<file path="src/verilog/ckg_pkg.sv">
// constants, field layouts and carrier types of the system clock source select block
//
// Overview of operation
// - select 11 passes the direct clock pin straight to the system clock
// - select 10 with bypass set divides the reference source by prescaler value plus one
// - prescaler value zero passes the source unchanged, duty cycle included
// - prescaler divides by up to 1024
// - select 10 with bypass clear runs the loop and uses its output
// - loop scales input by feedback over input times output divider, each value plus one
// - loop and prescaler reference is the oscillator pin or the internal source
// - loop step moves one unit at a time, the error nudge shifts the frequency in units of 64
// - system clock in loop mode is the oscillator divided by the output divider
// - band 00 and 01 select oscillator ranges, writes of 1x are refused
// - select 00 takes the system clock from the wakeup source
package ckg_pkg;

	// ------------------------------------------------------------
	// field widths
	// ------------------------------------------------------------
	localparam int K1_W   = 10;
	localparam int INPUT_DIVIDE_VALUE_W = 4;
	localparam int FEEDBACK_MULTIPLY_VALUE_W = 7;
	localparam int K2_W   = 10;
	localparam int ACC_W  = 16;
	localparam int ERR_W  = 8;
	localparam int LOCK_W = 7;
	localparam int PROP_SH = 6;

	// ------------------------------------------------------------
	// register byte addresses
	// ------------------------------------------------------------
	localparam logic [31:0] SYS_CTRL_ADDR  = 32'h0000_0000;
	localparam logic [31:0] LOOP_CTRL_ADDR = 32'h0000_0004;
	localparam logic [31:0] STATUS_ADDR    = 32'h0000_0008;

	// ------------------------------------------------------------
	// field positions
	// ------------------------------------------------------------
	localparam int SEL_POS    = 0;
	localparam int K1_POS     = 16;
	localparam int BYP_POS    = 0;
	localparam int BAND_POS   = 1;
	localparam int REF_POS    = 3;
	localparam int INPUT_DIVIDE_VALUE_POS   = 4;
	localparam int FEEDBACK_MULTIPLY_VALUE_POS   = 8;
	localparam int K2_POS     = 16;
	localparam int LOCK_POS   = 2;
	localparam int STEP_POS   = 16;

	// ------------------------------------------------------------
	// encodings
	// ------------------------------------------------------------
	localparam logic [1:0] SEL_WAKEUP   = 2'h0;
	localparam logic [1:0] SEL_RESERVED = 2'h1;
	localparam logic [1:0] SEL_OSC      = 2'h2;
	localparam logic [1:0] SEL_DIRECT   = 2'h3;
	localparam logic [1:0] BAND_LOW     = 2'h0;
	localparam logic [1:0] BAND_HIGH    = 2'h1;
	localparam logic [1:0] HTRANS_NONSEQ = 2'h2;

	// ------------------------------------------------------------
	// reset values and loop limits
	// ------------------------------------------------------------
	localparam logic [1:0]        SEL_RST  = SEL_WAKEUP;
	localparam logic              BYP_RST  = 1'b1;
	localparam logic [ACC_W-1:0]  STEP_MIN_LOW  = 16'h1000;
	localparam logic [ACC_W-1:0]  STEP_MAX_LOW  = 16'h4000;
	localparam logic [ACC_W-1:0]  STEP_MIN_HIGH = 16'h3000;
	localparam logic [ACC_W-1:0]  STEP_MAX_HIGH = 16'h6000;
	localparam logic signed [ERR_W-1:0] ERR_LIM = 8'sh40;
	localparam logic [LOCK_W-1:0] LOCK_PULSES = 7'h40;

	// ------------------------------------------------------------
	// carrier types
	// ------------------------------------------------------------
	typedef struct packed {
		logic [1:0]      sel;
		logic [K1_W-1:0] k1;
	} ckg_sys_cfg_t;

	typedef struct packed {
		logic              bypass;
		logic [1:0]        band;
		logic              ref_internal;
		logic [INPUT_DIVIDE_VALUE_W-1:0] input_divide_value;
		logic [FEEDBACK_MULTIPLY_VALUE_W-1:0] feedback_multiply_value;
		logic [K2_W-1:0]   k2;
	} ckg_loop_cfg_t;

	typedef struct packed {
		ckg_sys_cfg_t             sys;
		ckg_loop_cfg_t            loop;
		logic                     dp_valid;
		logic                     dp_write;
		logic [31:0]              dp_addr;
		logic [31:0]              hrdata;
		logic                     hreadyout;
		logic                     hresp;
		logic [ACC_W-1:0]         acc;
		logic                     vco;
		logic [ACC_W-1:0]         step;
		logic signed [ERR_W-1:0]  err;
		logic [LOCK_W-1:0]        lock_cnt;
		logic                     locked;
		logic                     sys_clock;
	} ckg_state_t;

endpackage

</file>
<file path="src/verilog/ckg_edge_div.sv">
// edge counting divider by value plus one, used for every divider of the block
module ckg_edge_div
	import ckg_pkg::*;
#(
	parameter int W = 10
) (
	// clock and reset
	input  wire logic         clk,
	input  wire logic         rstn,
	// control
	input  wire logic         ena,
	input  wire logic [W-1:0] div,
	// source and result
	input  wire logic         in_level,
	output logic              out_level,
	output logic              out_rise
);

	typedef struct packed {
		logic         prev;
		logic [W-1:0] cnt;
		logic         out;
		logic         rise;
	} ckg_div_st_t;

	ckg_div_st_t s;
	ckg_div_st_t next_s;

	logic         rise_in;
	logic [W-1:0] cnt_new;
	logic [W:0]   half;

	always_comb begin
		next_s = s;
		rise_in = in_level & ~s.prev;
		half = ({1'b0, div} + {{W{1'b0}}, 1'b1}) >> 1;
		cnt_new = (s.cnt == div) ? '0 : s.cnt + 1'b1;
		next_s.prev = in_level;
		next_s.rise = 1'b0;
		if (!ena) begin
			next_s.cnt = '0;
			next_s.out = 1'b0;
		end else if (div == '0) begin
			// pass-through keeps the source duty cycle
			next_s.out = in_level;
			next_s.rise = rise_in;
		end else if (rise_in) begin
			// only source rising edges are seen, so duty is exactly half only when value plus one is even
			next_s.cnt = cnt_new;
			next_s.out = {1'b0, cnt_new} < half;
			next_s.rise = (cnt_new == '0);
		end
	end

	always_ff @(posedge clk or negedge rstn) begin
		if (!rstn) begin
			s <= '0;
		end else begin
			s <= next_s;
		end
	end

	assign out_level = s.out;
	assign out_rise  = s.rise;

endmodule // ckg_edge_div

</file>
<file path="src/verilog/ckg_system_clock_source_select.sv">
// system clock source select with prescaler, loop and ahb-lite register slave
module ckg_system_clock_source_select
	import ckg_pkg::*;
(
	// clock and reset
	input  wire logic        clk,
	input  wire logic        rstn,
	// clock sources, sampled on clk
	input  wire logic        direct_clock_pin,
	input  wire logic        oscillator_input_pin,
	input  wire logic        internal_clock_source,
	input  wire logic        wakeup_clock_source,
	// ahb-lite slave
	input  wire logic        hsel,
	input  wire logic [31:0] haddr,
	input  wire logic [1:0]  htrans,
	input  wire logic        hwrite,
	input  wire logic [2:0]  hsize,
	input  wire logic [31:0] hwdata,
	input  wire logic        hready,
	output logic             hreadyout,
	output logic [31:0]      hrdata,
	output logic             hresp,
	// clock result
	output logic             system_clock,
	output logic             loop_locked
);

	// ------------------------------------------------------------
	// state
	// ------------------------------------------------------------
	ckg_state_t s;
	ckg_state_t next_s;

	logic              ref_level;
	logic              presc_mode;
	logic              loop_mode;
	logic              presc_out;
	logic              in_div_rise;
	logic              fb_rise;
	logic              out_div_out;
	logic              addr_take;
	logic [ACC_W:0]    acc_sum;
	logic [ACC_W-1:0]  nudge;
	logic [ACC_W-1:0]  step_min;
	logic [ACC_W-1:0]  step_max;
	logic signed [ERR_W-1:0] err_new;
	logic [31:0]       rd_val;

	// ------------------------------------------------------------
	// reference and mode decode
	// ------------------------------------------------------------
	// one reference for both prescaler and loop
	assign ref_level  = s.loop.ref_internal ? internal_clock_source : oscillator_input_pin;
	assign presc_mode = (s.sys.sel == SEL_OSC) & s.loop.bypass;
	assign loop_mode  = (s.sys.sel == SEL_OSC) & ~s.loop.bypass;

	// ------------------------------------------------------------
	// dividers
	// ------------------------------------------------------------
	// prescaler up to 1024
	ckg_edge_div #(.W(K1_W)) u_presc (
		.clk       (clk),
		.rstn      (rstn),
		.ena       (presc_mode),
		.div       (s.sys.k1),
		.in_level  (ref_level),
		.out_level (presc_out),
		.out_rise  ()
	);

	// loop input divider
	ckg_edge_div #(.W(INPUT_DIVIDE_VALUE_W)) u_in_div (
		.clk       (clk),
		.rstn      (rstn),
		.ena       (loop_mode),
		.div       (s.loop.input_divide_value),
		.in_level  (ref_level),
		.out_level (),
		.out_rise  (in_div_rise)
	);

	// loop feedback divider
	ckg_edge_div #(.W(FEEDBACK_MULTIPLY_VALUE_W)) u_fb_div (
		.clk       (clk),
		.rstn      (rstn),
		.ena       (loop_mode),
		.div       (s.loop.feedback_multiply_value),
		.in_level  (s.vco),
		.out_level (),
		.out_rise  (fb_rise)
	);

	// output divider on the oscillator
	ckg_edge_div #(.W(K2_W)) u_out_div (
		.clk       (clk),
		.rstn      (rstn),
		.ena       (loop_mode),
		.div       (s.loop.k2),
		.in_level  (s.vco),
		.out_level (out_div_out),
		.out_rise  ()
	);

	// ------------------------------------------------------------
	// band limits
	// ------------------------------------------------------------
	always_comb begin
		case (s.loop.band)
			BAND_LOW: begin
				step_min = STEP_MIN_LOW;
				step_max = STEP_MAX_LOW;
			end
			BAND_HIGH: begin
				step_min = STEP_MIN_HIGH;
				step_max = STEP_MAX_HIGH;
			end
			default: begin
				step_min = STEP_MIN_LOW;
				step_max = STEP_MAX_LOW;
			end
		endcase
	end

	// ------------------------------------------------------------
	// next state
	// ------------------------------------------------------------
	assign addr_take = hsel & hready & (htrans == HTRANS_NONSEQ);
	// phase nudge from the error damps the step loop, up to 4096 either way, as large as the lowest low-band step
	assign nudge     = {{(ACC_W-ERR_W-PROP_SH){s.err[ERR_W-1]}}, s.err, {PROP_SH{1'b0}}};
	assign acc_sum   = {1'b0, s.acc} + {1'b0, s.step + nudge};

	always_comb begin
		next_s = s;
		err_new = s.err;
		rd_val = '0;

		// register writes in the data phase
		if (s.dp_valid && s.dp_write) begin
			case (s.dp_addr)
				SYS_CTRL_ADDR: begin
					// reserved select keeps the running source
					if (hwdata[SEL_POS +: 2] != SEL_RESERVED) begin
						next_s.sys.sel = hwdata[SEL_POS +: 2];
					end
					next_s.sys.k1 = hwdata[K1_POS +: K1_W];
				end
				LOOP_CTRL_ADDR: begin
					next_s.loop.bypass = hwdata[BYP_POS];
					// reserved bands 1x are refused
					if (hwdata[BAND_POS + 1] == 1'b0) begin
						next_s.loop.band = hwdata[BAND_POS +: 2];
					end
					next_s.loop.ref_internal = hwdata[REF_POS];
					next_s.loop.input_divide_value = hwdata[INPUT_DIVIDE_VALUE_POS +: INPUT_DIVIDE_VALUE_W];
					next_s.loop.feedback_multiply_value = hwdata[FEEDBACK_MULTIPLY_VALUE_POS +: FEEDBACK_MULTIPLY_VALUE_W];
					next_s.loop.k2 = hwdata[K2_POS +: K2_W];
				end
				default: begin
				end
			endcase
		end

		// loop: phase accumulator oscillator
		if (loop_mode) begin
			next_s.acc = acc_sum[ACC_W-1:0];
			if (acc_sum[ACC_W]) begin
				next_s.vco = ~s.vco;
			end
			// reference pulses count up, feedback pulses count down
			if (in_div_rise && !fb_rise && s.err < ERR_LIM) begin
				err_new = s.err + 8'sh01;
			end else if (fb_rise && !in_div_rise && s.err > -ERR_LIM) begin
				err_new = s.err - 8'sh01;
			end
			next_s.err = err_new;
			// one step per reference pulse inside the band, one per clock back into the band, keeps the frequency smooth
			if (s.step < step_min) begin
				next_s.step = s.step + 1'b1;
			end else if (s.step > step_max) begin
				next_s.step = s.step - 1'b1;
			// dead band of one pulse leaves the fine phase to the nudge
			end else if (in_div_rise && err_new > 8'sh01 && s.step < step_max) begin
				next_s.step = s.step + 1'b1;
			end else if (in_div_rise && err_new < -8'sh01 && s.step > step_min) begin
				next_s.step = s.step - 1'b1;
			end
			// lock only after a run of quiet reference pulses
			if (err_new > 8'sh01 || err_new < -8'sh01) begin
				next_s.lock_cnt = '0;
			end else if (in_div_rise && s.lock_cnt != LOCK_PULSES) begin
				next_s.lock_cnt = s.lock_cnt + 1'b1;
			end
			next_s.locked = (next_s.lock_cnt == LOCK_PULSES);
		end else begin
			next_s.acc = '0;
			next_s.vco = 1'b0;
			next_s.err = '0;
			next_s.lock_cnt = '0;
			next_s.locked = 1'b0;
		end

		// system clock mux
		case (s.sys.sel)
			SEL_DIRECT: next_s.sys_clock = direct_clock_pin;
			SEL_OSC:    next_s.sys_clock = s.loop.bypass ? presc_out
			                                             : out_div_out;
			SEL_WAKEUP: next_s.sys_clock = wakeup_clock_source;
			default:    next_s.sys_clock = s.sys_clock;
		endcase

		// read value from next values so a read right after a write sees it
		case (haddr)
			SYS_CTRL_ADDR: begin
				rd_val[SEL_POS +: 2] = next_s.sys.sel;
				rd_val[K1_POS +: K1_W] = next_s.sys.k1;
			end
			LOOP_CTRL_ADDR: begin
				rd_val[BYP_POS] = next_s.loop.bypass;
				rd_val[BAND_POS +: 2] = next_s.loop.band;
				rd_val[REF_POS] = next_s.loop.ref_internal;
				rd_val[INPUT_DIVIDE_VALUE_POS +: INPUT_DIVIDE_VALUE_W] = next_s.loop.input_divide_value;
				rd_val[FEEDBACK_MULTIPLY_VALUE_POS +: FEEDBACK_MULTIPLY_VALUE_W] = next_s.loop.feedback_multiply_value;
				rd_val[K2_POS +: K2_W] = next_s.loop.k2;
			end
			STATUS_ADDR: begin
				rd_val[SEL_POS +: 2] = next_s.sys.sel;
				rd_val[LOCK_POS] = s.locked;
				rd_val[STEP_POS +: ACC_W] = s.step;
			end
			default: begin
				rd_val = '0;
			end
		endcase

		// address phase
		next_s.hreadyout = 1'b1;
		next_s.hresp = 1'b0;
		if (hready) begin
			next_s.dp_valid = addr_take;
			next_s.dp_write = hwrite;
			next_s.dp_addr = haddr;
			if (addr_take && !hwrite) begin
				next_s.hrdata = rd_val;
			end
		end
	end

	// ------------------------------------------------------------
	// registers
	// ------------------------------------------------------------
	always_ff @(posedge clk or negedge rstn) begin
		if (!rstn) begin
			s <= '0;
			s.sys.sel <= SEL_RST;
			s.loop.bypass <= BYP_RST;
			s.step <= STEP_MIN_LOW;
		end else begin
			s <= next_s;
		end
	end

	assign hreadyout    = s.hreadyout;
	assign hrdata       = s.hrdata;
	assign hresp        = s.hresp;
	assign system_clock = s.sys_clock;
	assign loop_locked  = s.locked;

endmodule // ckg_system_clock_source_select

</file>
<file path="config.mk">
export PLATFORM = sky130hd
export DESIGN_NAME = ckg_system_clock_source_select
export DESIGN_NICKNAME = d
export VERILOG_FILES = /design/src/verilog/ckg_pkg.sv /design/src/verilog/ckg_edge_div.sv /design/src/verilog/ckg_system_clock_source_select.sv
export SDC_FILE = /design/constraint.sdc
export NUM_CORES = 1
export LEC_CHECK = 0
export BUFFER_PORTS_ARGS = -buffer_cell sky130_fd_sc_hd__buf_4
export CAP_MARGIN = 5
export CORE_MARGIN = 4
export CORE_UTILIZATION = 55
export DETAILED_ROUTE_END_ITERATION = 7
export PLACE_DENSITY = 0.79
export SKIP_CTS_REPAIR_TIMING = 1
export SYNTH_ARGS = -nofsm -noshare
export SYNTH_HDL_FRONTEND = slang
export SYNTH_HIERARCHICAL = 1
export SYNTH_SLANG_ARGS = --single-unit
export TNS_END_PERCENT = 10
</file>
<file path="constraint.sdc">
create_clock -name clk -period 3.25 [get_ports clk]
set_clock_uncertainty 0.15 [all_clocks]
set_input_delay 0.1625 -clock clk [delete_from_list [all_inputs] [get_ports clk]]
set_output_delay 0.1625 -clock clk [all_outputs]
set_load 0.05 [all_outputs]
</file>
==> results.json <==
{
  "outcome": "finished, final reports clean",
  "r2r-start": "s[105]$_DFFE_PN0P_",
  "drtIter0Drc": 695,
  "hold_depth": 2,
  "critPathMaxFanout": 11,
  "rsz0062_at_grt": "yes",
  "cap_violations": 0,
  "hold_path.class": "input pin to flop",
  "wl_um": 31700,
  "cts_tree": "yes",
  "fin_crit_sh": 0.993,
  "cts_root_buf": "clkbuf_16",
  "die_y_um": 158,
  "drcViolationCount": 0,
  "wl_per_cell_um": 18.8,
  "setup_viol": 0,
  "path_clk_slew_ns": 0.08,
  "first_pass_iters": 5,
  "reg2regPathDepth": 7,
  "nets": 1541,
  "power_leakage_nw": 6.69,
  "max_freq_mhz": 310,
  "cp_top_family": "simple AND/OR/NAND/NOR gates",
  "place_hpwl_um": 21200,
  "antenna_left": 0,
  "cts_max_level": 4,
  "die_w_um": 158,
  "die-area_um2": 24800,
  "syn2layout_area_growth_pct": 17.8,
  "clock_sinks": 192,
  "critical_path_class": "flop to flop",
  "worst_skew_pair.late_latency_ns": 0.44,
  "finalMaxSlewViolations": 0,
  "syn_area_per_cell_um2": 9.73,
  "arrival_ns": 3.39,
  "start_kind": "flop",
  "critical_path.max_stage_delay_ns": 0.57,
  "cp_num_buf_inv": 2,
  "finalNonFillerCells": 1692,
  "drive_gt1_frac": 0.227,
  "syn_area_um2": 12300,
  "io_pins": 114,
  "grt_first_pass_wirelength_um": 47800,
  "grt_overflow": 0,
  "globalplace.congestion": 0.903,
  "io_buffers": 101,
  "tightest_slew_ns": 0.868,
  "startpoint": "s[105]$_DFFE_PN0P_",
  "finalHoldViolCount": 0,
  "initial_core_util": 0.563,
  "end_kind": "flop",
  "ir_drop_mv": 0.332,
  "vias_per_cell": 5.94,
  "yosys_warnings": 6,
  "fp-row-count": 54,
  "antenna_found_initial": 1,
  "clockBufferDepth": 2,
  "final_util": 0.663,
  "netlist_instances": 1265,
  "slowest_stage": "dlygate4sd3_1",
  "slew_headroom": 0.419,
  "holdCritStartpoint": "hready",
  "crit_cells": 7,
  "vias": 10000,
  "grt_max_degree": 96,
  "period_needed_ns": 3.23,
  "required_ns": 3.41,
  "cts_buffers": 17,
  "power_density_nw_per_um2": 335,
  "core-area_um2": 21900,
  "cp_cell_sequence": "nor4_1 > nand4_1 > nor4_2 > buf_12 > nor2b_1 > mux2_2 > dlygate4sd3_1",
  "post-place-cells": 1592,
  "grt_use_total": 0.239,
  "grt_pass1_vias": 9742
}
[metrics by stage]
step           worst slack (ns)  power [mW]  area, um^2  TNS, ns  hold slack (ns)
6_report                 0.0221        4.86       14500        0           0.0529
5_1_grt                  -0.156        5.03       14500   -0.620           0.0652
3_3_place_gp             0.0735        2.72       13200        0            0.138
2_1_floorplan            0.0683        2.58       12300        0           -0.283
3_5_place_dp             0.0251        2.73       13200        0            0.137
4_1_cts                 0.00203        4.80       13800        0           -0.332
[worst register-to-register path, delay by kind of cell, from the launching register on]
kind,cells,cell delay [ns]
and+or+nand+nor,4,1.46
buffers and inverters,2,0.76
DFF,1,0.38
muxes,1,0.36
[power by group]
group	switching, mW	total (mW)	internal [mW]
clock	1.01	2.10	1.08
combinational	0.141	0.297	0.157
sequential	0.0294	2.46	2.43
total	1.18	4.86	3.67
[state kept, by name, summed over array words and instances (netlist names)]
name	flops
s	111
hrdata	31
u_out_div/s	11
u_presc/s	11
nudge	8
u_fb_div/s	8
u_in_div/s	5
hreadyout	1
loop_locked	1
system_clock	1
u_fb_div/out_rise	1
u_in_div/out_rise	1
u_out_div/out_level	1
u_presc/out_level	1
[final timing paths]
kind | endpoint | slack, ns
max | s[140]$_DFF_PN0_ | 0.02
min | s[86]$_DFFE_PN0P_ | 0.05
max reg2reg | s[140]$_DFF_PN0_ | 0.02
min reg2reg | hrdata[13]$_DFFE_PN0P_ | 0.34
max in group asynchronous | s[108]$_DFFE_PN0P_ | 1.82
min in group asynchronous | u_presc/s[2]$_DFFE_PN0P_ | 0.20
[cells in the final DEF (no fill, tap or decap), types with 10 or more instances in the layout]
cell type / count
a21oi_1: 31
and3_1: 15
and4b_1: 11
buf_4: 152
clkbuf_16: 17
dfrtp_1: 190
dlygate4sd3_1: 64
ha_1: 61
inv_1: 42
mux2_2: 82
mux2i_1: 14
nand2_1: 85
nand2b_1: 16
nand3_1: 75
nand3b_1: 10
nand4_1: 18
nor2_1: 94
nor2b_1: 12
nor3_1: 25
nor4_1: 25
o21ai_0: 51
o21ai_1: 27
xnor2_1: 54
xor2_1: 57
[area by class of cell]
type,instances,area [um^2]
Clock inverter,15,154
Antenna cell,1,2.50
Fill cell,1668,7390
Timing Repair Buffer,220,1850
Multi-Input combinational cell,925,6760
Tap cell,280,350
Sequential cell,192,4810
Clock buffer,17,425
Inverter,42,158
[per-layer routing]
layer,up-vias,track usage,wire length (um)
li1,4722,-,-
met2,319,0.411,16400
met3,70,0.0385,1540
met4,0,0.0717,831
met1,4936,0.311,12900
met5,-,0,0
Power figures use the tool's default switching activity.
